$ cat src/rtl/rtc_pkg.sv
// Constants and types shared by the serial client port of the clock/calendar
package rtc_pkg;
    localparam logic [3:0] CTRL_CODE = 4'hD;
    localparam logic [2:0] CHIP_SEL = 3'h7;
    localparam logic [6:0] CLIENT_ADDR = {CTRL_CODE, CHIP_SEL};
    localparam logic [7:0] RTCC_FIRST = 8'h00;
    localparam logic [7:0] RTCC_LAST = 8'h1F;
    localparam logic [7:0] SRAM_FIRST = 8'h20;
    localparam logic [7:0] SRAM_LAST = 8'h5F;
    localparam int MEM_DEPTH = 96;
    localparam int CLK_MHZ = 100;
    localparam int HOLD_NS = 300;
    localparam int HOLD_CYC = (HOLD_NS * CLK_MHZ + 999) / 1000;
    localparam int BUF_DEPTH = 2;
    localparam int CTRL_OUT_BIT = 7;
    localparam int CTRL_SQWEN_BIT = 6;
    localparam int CTRL_EXTOSC_BIT = 3;
    localparam logic [7:0] CTRL_RESET = 8'h80;
    localparam logic [7:0] CTRL_ADDR = 8'h07;
    typedef enum logic [2:0] {
        RTC_IDLE = 3'b000,
        RTC_RX = 3'b001,
        RTC_ACK = 3'b010,
        RTC_TX = 3'b011,
        RTC_TXACK = 3'b100,
        RTC_IGNORE = 3'b101
    } rtc_state_e;
endpackage

$ cat src/rtl/rtc_sync.sv
// Two-flop synchroniser for pins from outside the clock domain
`timescale 1ns/1ns
`default_nettype none
module rtc_sync #(
    parameter int WIDTH = 2
) (
    input wire logic clk,
    input wire logic reset,
    input wire logic [WIDTH-1:0] async_in,
    output logic [WIDTH-1:0] sync_out
);
    typedef struct packed {
        logic [WIDTH-1:0] meta;
        logic [WIDTH-1:0] stable;
    } rtc_sync_s;
    rtc_sync_s r;
    rtc_sync_s next_r;
    always_comb
    begin
        next_r.meta = async_in;
        next_r.stable = r.meta;
    end
    always_ff @(posedge clk)
    begin
        if (reset)
            r <= '1;
        else
            r <= next_r;
    end
    assign sync_out = r.stable;
endmodule // rtc_sync
`default_nettype wire

$ cat src/rtl/rtc_buf.sv
// Two-entry skid buffer between the serial port and the memory side
`timescale 1ns/1ns
`default_nettype none
module rtc_buf #(
    parameter int WIDTH = 9
) (
    input wire logic clk,
    input wire logic reset,
    input wire logic in_valid,
    output logic in_ready,
    input wire logic [WIDTH-1:0] in_data,
    output logic out_valid,
    input wire logic out_ready,
    output logic [WIDTH-1:0] out_data
);
    typedef struct packed {
        logic [1:0][WIDTH-1:0] mem;
        logic [1:0] count;
        logic rd;
        logic wr;
    } rtc_buf_s;
    rtc_buf_s r;
    rtc_buf_s next_r;
    logic push;
    logic pop;
    always_comb
    begin
        next_r = r;
        push = in_valid && (r.count != 2'h2);
        pop = out_valid && out_ready;
        if (push)
        begin
            next_r.mem[r.wr] = in_data;
            next_r.wr = ~r.wr;
        end
        if (pop)
            next_r.rd = ~r.rd;
        next_r.count = 2'(r.count + {1'b0, push} - {1'b0, pop});
    end
    always_ff @(posedge clk)
    begin
        if (reset)
            r <= '0;
        else
            r <= next_r;
    end
    assign in_ready = r.count != 2'h2;
    assign out_valid = r.count != 2'h0;
    assign out_data = r.mem[r.rd];
endmodule // rtc_buf
`default_nettype wire

$ cat src/rtl/rtc_client.sv
// Two-wire client port with register/SRAM store of the clock/calendar
`timescale 1ns/1ns
`default_nettype none
module rtc_client
    import rtc_pkg::*;
(
    input wire logic clk,
    input wire logic reset,
    input wire logic scl_in,
    input wire logic sda_in,
    output logic sda_out,
    output logic sda_oe,
    input wire logic on_backup,
    input wire logic crystal_clock_input,
    input wire logic crystal_osc_clock,
    input wire logic alarm_level,
    input wire logic square_wave,
    output logic multifunction_output_pin_oe,
    output logic time_clock
);
    import rtc_pkg::*;

    typedef struct packed {
        rtc_state_e state;
        logic scl_d;
        logic sda_d;
        logic [7:0] shift;
        logic [2:0] bit_cnt;
        logic first_byte;
        logic addr_phase;
        logic [7:0] ptr;
        logic ack_low;
        logic drive_low;
        logic [7:0] hold_cnt;
        logic [7:0] ctrl;
        logic mfp_low;
        logic tclk;
        logic wr_valid;
        logic [7:0] wr_addr;
        logic [7:0] wr_data;
    } rtc_client_s;

    rtc_client_s r;
    rtc_client_s next_r;
    logic [7:0] mem [MEM_DEPTH];
    logic [1:0] pins_sync;
    logic [1:0] osc_sync;
    logic scl;
    logic sda;
    logic scl_rise;
    logic scl_fall;
    logic start_seen;
    logic stop_seen;
    logic buf_in_ready;
    logic buf_out_valid;
    logic [15:0] buf_out_data;
    logic [7:0] rd_byte;

    function automatic logic addr_ok(input logic [7:0] a);
        return (a <= RTCC_LAST) || ((a >= SRAM_FIRST) && (a <= SRAM_LAST));
    endfunction

    rtc_sync #(.WIDTH(2)) u_pin_sync (
        .clk(clk),
        .reset(reset),
        .async_in({scl_in, sda_in}),
        .sync_out(pins_sync)
    );
    rtc_sync #(.WIDTH(2)) u_osc_sync (
        .clk(clk),
        .reset(reset),
        .async_in({crystal_clock_input, crystal_osc_clock}),
        .sync_out(osc_sync)
    );
    // Writes queue through a two-entry buffer so a store never drops a byte
    rtc_buf #(.WIDTH(16)) u_wr_buf (
        .clk(clk),
        .reset(reset),
        .in_valid(r.wr_valid),
        .in_ready(buf_in_ready),
        .in_data({r.wr_addr, r.wr_data}),
        .out_valid(buf_out_valid),
        .out_ready(1'b1),
        .out_data(buf_out_data)
    );

    assign scl = pins_sync[1];
    assign sda = pins_sync[0];
    assign scl_rise = scl && !r.scl_d;
    assign scl_fall = !scl && r.scl_d;
    assign start_seen = scl && r.scl_d && r.sda_d && !sda;
    assign stop_seen = scl && r.scl_d && !r.sda_d && sda;
    assign rd_byte = (r.ptr < 8'(MEM_DEPTH)) ? mem[r.ptr[6:0]] : 8'h00;

    always_comb
    begin
        next_r = r;
        next_r.scl_d = scl;
        next_r.sda_d = sda;
        next_r.wr_valid = 1'b0;
        // Hold count loads at the ack's SCL fall, but data moves on the fall itself, not after the hold
        if (r.hold_cnt != 8'h00)
            next_r.hold_cnt = 8'(r.hold_cnt - 8'h01);
        if (on_backup)
        begin
            next_r.state = RTC_IDLE;
            next_r.drive_low = 1'b0;
        end
        else if (start_seen)
        begin
            next_r.state = RTC_RX;
            next_r.bit_cnt = 3'h0;
            next_r.first_byte = 1'b1;
            // A pointer phase left over from a cut write must not carry into the next command
            next_r.addr_phase = 1'b0;
            next_r.drive_low = 1'b0;
        end
        else if (stop_seen)
        begin
            next_r.state = RTC_IDLE;
            next_r.drive_low = 1'b0;
        end
        else
        begin
            unique case (r.state)
                RTC_IDLE, RTC_IGNORE:
                    next_r.drive_low = 1'b0;
                RTC_RX:
                    if (scl_rise)
                    begin
                        next_r.shift = {r.shift[6:0], sda};
                        next_r.bit_cnt = 3'(r.bit_cnt + 3'h1);
                        if (r.bit_cnt == 3'h7)
                        begin
                            next_r.state = RTC_ACK;
                            next_r.ack_low = 1'b1;
                            if (r.first_byte)
                                next_r.ack_low = r.shift[6:0] == CLIENT_ADDR;
                            else if (r.addr_phase)
                                next_r.ack_low = addr_ok({r.shift[6:0], sda});
                        end
                    end
                RTC_ACK:
                    if (scl_fall && r.hold_cnt == 8'h00 && !r.drive_low)
                    begin
                        next_r.drive_low = r.ack_low;
                        next_r.hold_cnt = 8'(HOLD_CYC);
                        if (!r.ack_low)
                            next_r.state = RTC_IGNORE;
                    end
                    else if (scl_fall && r.drive_low)
                    begin
                        // Ack held low over the whole high phase; now act on the byte
                        next_r.bit_cnt = 3'h0;
                        next_r.drive_low = 1'b0;
                        next_r.state = RTC_RX;
                        if (r.first_byte)
                        begin
                            next_r.first_byte = 1'b0;
                            if (r.shift[0])
                            begin
                                next_r.state = RTC_TX;
                                next_r.drive_low = !rd_byte[7];
                            end
                            else
                                next_r.addr_phase = 1'b1;
                        end
                        else if (r.addr_phase)
                        begin
                            next_r.addr_phase = 1'b0;
                            next_r.ptr = r.shift;
                        end
                        else
                        begin
                            next_r.wr_valid = buf_in_ready;
                            next_r.wr_addr = r.ptr;
                            next_r.wr_data = r.shift;
                            next_r.ptr = addr_ok(8'(r.ptr + 8'h01)) ? 8'(r.ptr + 8'h01) : RTCC_FIRST;
                        end
                    end
                RTC_TX:
                    if (scl_fall)
                    begin
                        next_r.bit_cnt = 3'(r.bit_cnt + 3'h1);
                        if (r.bit_cnt == 3'h7)
                        begin
                            next_r.state = RTC_TXACK;
                            next_r.drive_low = 1'b0;
                        end
                        else
                            next_r.drive_low = !rd_byte[3'h6 - r.bit_cnt];
                    end
                RTC_TXACK:
                    if (scl_rise)
                    begin
                        next_r.ptr = addr_ok(8'(r.ptr + 8'h01)) ? 8'(r.ptr + 8'h01) : RTCC_FIRST;
                        next_r.state = sda ? RTC_IGNORE : RTC_TXACK;
                        next_r.bit_cnt = 3'h0;
                    end
                    else if (scl_fall && r.bit_cnt == 3'h0)
                    begin
                        next_r.state = RTC_TX;
                        next_r.drive_low = !rd_byte[7];
                    end
                default:
                    next_r.state = RTC_IDLE;
            endcase
        end
        // Keep the bit count in TXACK between clock edges while it is not zero
        if (r.state == RTC_TXACK && !scl_rise && !scl_fall && r.bit_cnt != 3'h0)
            next_r.bit_cnt = r.bit_cnt;
        // Multifunction pin: alarm, square wave, or the OUT general-purpose level
        if (r.ctrl[CTRL_SQWEN_BIT])
            next_r.mfp_low = !square_wave;
        else if (alarm_level)
            next_r.mfp_low = 1'b1;
        else
            next_r.mfp_low = !r.ctrl[CTRL_OUT_BIT];
        next_r.tclk = r.ctrl[CTRL_EXTOSC_BIT] ? osc_sync[1] : osc_sync[0];
        if (buf_out_valid && buf_out_data[15:8] == CTRL_ADDR)
            next_r.ctrl = buf_out_data[7:0];
    end

    always_ff @(posedge clk)
    begin
        if (reset)
        begin
            r <= '0;
            r.scl_d <= 1'b1;
            r.sda_d <= 1'b1;
            r.ctrl <= CTRL_RESET;
            r.state <= RTC_IDLE;
        end
        else
            r <= next_r;
    end

    always_ff @(posedge clk)
    begin
        if (reset)
        begin
            // Cleared so a read ahead of any write shifts out a defined byte
            for (int i = 0; i < MEM_DEPTH; i++)
                mem[i] <= 8'h00;
        end
        else if (buf_out_valid && buf_out_data[15:8] < 8'(MEM_DEPTH))
            mem[buf_out_data[14:8]] <= buf_out_data[7:0];
    end

    assign sda_out = 1'b0;
    assign sda_oe = r.drive_low;
    assign multifunction_output_pin_oe = r.mfp_low;
    assign time_clock = r.tclk;

    a_backup_quiet: assert property (@(posedge clk) disable iff (reset)
        $past(on_backup) |-> !sda_oe) else $error("Port drives bus on backup");
    a_start_aborts: assert property (@(posedge clk) disable iff (reset)
        start_seen && !on_backup |=> r.state == RTC_RX && r.bit_cnt == 3'h0) else $error("Start not honoured");
    a_stop_idles: assert property (@(posedge clk) disable iff (reset)
        stop_seen && !start_seen |=> r.state == RTC_IDLE && !sda_oe) else $error("Stop not honoured");
    a_no_drive_high: assert property (@(posedge clk) disable iff (reset)
        scl && r.scl_d && $rose(sda_oe) |-> $past(r.state) == RTC_TXACK || $past(r.state) == RTC_ACK)
        else $error("SDA moved while SCL high");
    a_ignore_quiet: assert property (@(posedge clk) disable iff (reset)
        r.state == RTC_IGNORE |-> !sda_oe) else $error("Drive while ignoring");
    a_nack_release: assert property (@(posedge clk) disable iff (reset)
        r.state == RTC_TXACK && scl_rise && sda && !start_seen && !stop_seen && !on_backup
        |=> r.state == RTC_IGNORE ##1 !sda_oe) else $error("No release after nack");
    a_bad_addr_nack: assert property (@(posedge clk) disable iff (reset)
        r.state == RTC_ACK && !r.ack_low |-> !sda_oe) else $error("Acked a bad address");
    a_mfp_out: assert property (@(posedge clk) disable iff (reset)
        !r.ctrl[CTRL_SQWEN_BIT] && !alarm_level |=> multifunction_output_pin_oe == !$past(r.ctrl[CTRL_OUT_BIT]))
        else $error("Pin not following OUT");
    a_ack_stands: assert property (@(posedge clk) disable iff (reset)
        r.state == RTC_ACK && r.drive_low && !scl_fall && !start_seen && !stop_seen && !on_backup
        |=> sda_oe) else $error("Ack dropped before clock fall");
    c_start: cover property (@(posedge clk) start_seen);
    c_nack: cover property (@(posedge clk) r.state == RTC_IGNORE);
    c_ack: cover property (@(posedge clk) r.state == RTC_ACK && sda_oe);
    c_read: cover property (@(posedge clk) r.state == RTC_TX);
    c_write: cover property (@(posedge clk) r.wr_valid);
endmodule // rtc_client
`default_nettype wire

$ cat config.mk
export PLATFORM = sky130hd
export DESIGN_NAME = rtc_client
export DESIGN_NICKNAME = d
export VERILOG_FILES = /design/src/rtl/rtc_pkg.sv /design/src/rtl/rtc_sync.sv /design/src/rtl/rtc_buf.sv /design/src/rtl/rtc_client.sv
export SDC_FILE = /design/constraint.sdc
export NUM_CORES = 2
export LEC_CHECK = 0
export BUFFER_PORTS_ARGS = -buffer_cell sky130_fd_sc_hd__buf_2
export CORE_MARGIN = 1.5
export CORE_UTILIZATION = 64
export DETAILED_ROUTE_END_ITERATION = 7
export PLACE_DENSITY = 0.82
export SYNTH_ARGS = -nofsm -noshare
export SYNTH_HDL_FRONTEND = slang
export SYNTH_HIERARCHICAL = 1
export SYNTH_SLANG_ARGS = --single-unit
$ cat constraint.sdc
create_clock -name clk -period 3.2 [get_ports clk]
set_input_delay 0.16 -clock clk [delete_from_list [all_inputs] [get_ports clk]]
set_output_delay 0.16 -clock clk [all_outputs]
set_load 0.02 [all_outputs]
==> flow_summary.json <==
{
  "power_density_mw_per_mm2": 536,
  "reg2reg_to": "sda_oe",
  "routed_wl_mm": 126,
  "status": "finished clean",
  "detail_route.first_pass.iterations": 6,
  "cts_buffers": 110,
  "vias": 31100,
  "antenna_cells": 0,
  "drtIter0Drc": 3926,
  "worstHoldStart": "scl_in",
  "cts_tree": "done",
  "irDropWorstVdd_v": 0.000444,
  "worstRegToRegCells": 11,
  "io_pins": 13,
  "hold_class": "input port to register",
  "path_class": "register to register",
  "fin_skew_ns": 0.0359,
  "whs_path_depth": 3,
  "min_period_ns": 3.18,
  "cts.reportedPaths.clkPinSlew_ns": 0.07,
  "synth_seq_cells": 1133,
  "crit_chain": "buf_12 -> mux4_2 -> nand2_1 -> a21oi_1 -> a2111oi_0 -> buf_4 -> and4b_1 -> a31o_1 -> o21ai_1 -> o221ai_1 -> o21ai_1",
  "routedWlPerCell_um": 25.3,
  "clock_path_buffers": 3,
  "die_w_um": 285,
  "stdcell_count": 4980,
  "worstSetupEndpointType": "register",
  "synth_cells": 3457,
  "final_hold_viol_count": 0,
  "critPathMaxStageDelay_ns": 0.58,
  "cts-root-buf": "clkbuf_16",
  "dieArea_mm2": 0.0810,
  "cp.required_ns": 3.82,
  "whs_ns": 0.212,
  "syn_to_final_growth_pct": 13.4,
  "rsz0062_at_grt": "false",
  "slowest_stage": "a2111oi_0",
  "dp_cells": 4763,
  "fmax_mhz": 314,
  "num_rows": 103,
  "antenna_found_initial": 4,
  "viasPerCell": 6.25,
  "synthFlopType": "edfxtp_1",
  "grt_max_degree": 93,
  "drive_above_1_share_pct": 19.9,
  "finish.net_count": 3851,
  "ant_nets": 0,
  "r2r_slack_ns": 0.02,
  "critical_path.max_fanout": 20,
  "synth_warnings": 6,
  "place_congestion": 0.935,
  "synth_async_sr_flop_share_pct": 0,
  "setup_viol": 0,
  "netlist_area_mm2": 0.0508,
  "insertion_delay_ns": 0.69,
  "synth_cell_types": 75,
  "cts_resized": 0,
  "slew_violations": 0,
  "min_to": "u_pin_sync/next_r[1]",
  "start_kind": "register",
  "maxSlewHeadroom_pct": 28.1,
  "crit_top_cell": "o21ai_1",
  "setup_tns_ns": 0,
  "overflow": 0,
  "syn_avg_cell_area_um2": 14.7,
  "p_leak_nw": 20.1,
  "cts_sinks": 1133,
  "synth_edf_count": 1024,
  "grt_pass1_wl_mm": 191,
  "drc": 0,
  "grt_usage_pct": 31.5,
  "cap_violations": 0,
  "initial_utilization_pct": 64.5,
  "cts_max_level": 3,
  "dp_hpwl_mm": 81.6,
  "port-buffer-count": 11,
  "tightest_slew_ns": 1.06,
  "yosysSeqAreaShare_pct": 64.9,
  "grt_pass1_vias": 31100,
  "critPathArrivalTime_ns": 3.80,
  "finalCritPeriodShare_pct": 99.4,
  "core_region_area_mm2": 0.0787,
  "die_y_um": 285
}
[cell families after synthesis]
family	synth area share [%]
flip-flops	64.9
multiplexers	12.2
adder cells (fa/ha/maj)	0.197
AO/OA/AOI/OAI	4.96
buffers and inverters	2.71
other	0.0148
XOR/XNOR	0.190
AND/OR/NAND/NOR	14.9
[area by class of cell]
type | instances | area (um^2)
clock buffer | 133 | 2930
timing repair buffer | 249 | 2200
fill | 4681 | 21200
multi-input combinational | 2327 | 17500
sequential | 1133 | 32900
tap | 1050 | 1310
inverter | 13 | 56.3
clock inverter | 75 | 644
[metal layers]
layer,track usage [%],routed length (um),vias up
met5,0,26,-
met2,50.0,59800,1815
met4,13.5,5780,4
li1,-,-,13400
met1,43.0,46600,15500
met3,6.21,13700,356
[worst max-delay path by stage]
stage / start / to / slack, ns / cells after the start
after floorplan: u_wr_buf/r[1] / mem[0][0] / 0.58 / 6
after global placement: register / sda_oe / 0.09 / 11
after detailed placement: register / sda_oe / 0.20 / 11
after CTS: register / sda_oe / 0.11 / 11
after global routing: register / sda_oe / 0.02 / 11
final: register / sda_oe / 0.02 / 11
[power by group]
| part | internal (W) | switching, W |
|---|---|---|
| Clock | 0.00740 | 0.00551 |
| Sequential | 0.0167 | 0.000239 |
| Combinational | 0.000391 | 0.000619 |
| Total | 0.0245 | 0.00637 |
[critical path: cells and delay by family, from the launching register on]
kind	cells	cell delay [ns]
simple gates	2	0.38
flops	1	0.40
buf+inv	2	0.45
compound gates	6	1.33
mux	1	0.53
[registers in the layout (all words and copies together) (netlist names), named ones only]
name / flops
mem: 1024
u_osc_sync/sync_out: 2
time_clock: 1
sda_oe: 1
r: 55
u_wr_buf/r: 36
u_osc_sync/next_r: 2
multifunction_output_pin_oe: 1
u_pin_sync/sync_out: 2
u_pin_sync/next_r: 2
[cell usage in the layout, fill, tap and decap left out, drive strengths merged, types with 5 or more instances in the layout]
master,synthesis,routed
nand3,23,23
a21oi,95,95
buf,92,240
dfxtp,109,109
o31ai,34,34
nor3b,5,5
inv,12,16
a21o,6,6
mux4,197,197
o211ai,7,7
bufinv,0,11
o221ai,26,26
clkinv,1,59
edfxtp,1024,1024
mux2,27,27
ha,8,8
clkbuf,153,133
nand2b,15,15
conb,2,263
a31oi,7,7
nor3,13,13
and3,38,38
o21ai,29,29
nand2,129,129
a2111oi,5,5
a211oi,37,37
dlygate4sd3,0,9
nor2b,24,24
a22oi,34,34
a211o,5,5
nor4,14,14
nand4,37,37
xnor2,7,7
o22ai,53,53
mux2i,143,143
and2,744,744
nor2,161,161
or2,105,105
[Yosys cell counts (34+ instances only)]
| cell type | count | area [um^2] |
|---|---|---|
| a21oi_1 | 75 | 375 |
| dfxtp_1 | 109 | 2180 |
| mux2i_1 | 143 | 1430 |
| nor2_1 | 161 | 604 |
| a211oi_1 | 36 | 270 |
| nand2_1 | 129 | 484 |
| o22ai_1 | 53 | 332 |
| nand4_1 | 37 | 231 |
| clkbuf_1 | 151 | 567 |
| mux4_2 | 197 | 4440 |
| edfxtp_1 | 1024 | 30700 |
| buf_2 | 42 | 210 |
| and3_1 | 38 | 238 |
| and2_1 | 742 | 4640 |
| or2_2 | 97 | 607 |
| a22oi_1 | 34 | 255 |
[timing repair]
item	in CTS	in global routing
hold endpoints to repair	24	0
setup buffers	0	0
hold buffers	9	0
[through the flow]
stage | total power, W | cell area, um^2 | setup slack [ns] | util [%]
after floorplan | 0.0179 | 51700 | 0.578 | -
after global placement | 0.0182 | 53900 | 0.0902 | 68.5
after detailed placement | 0.0183 | 53900 | 0.204 | 68.5
after CTS | 0.0309 | 57600 | 0.109 | 73.1
after global routing | 0.0317 | 57600 | 0.0202 | 73.1
final | 0.0309 | 57600 | 0.0183 | 73.1
Note: power is estimated with default switching activity, not from simulation.
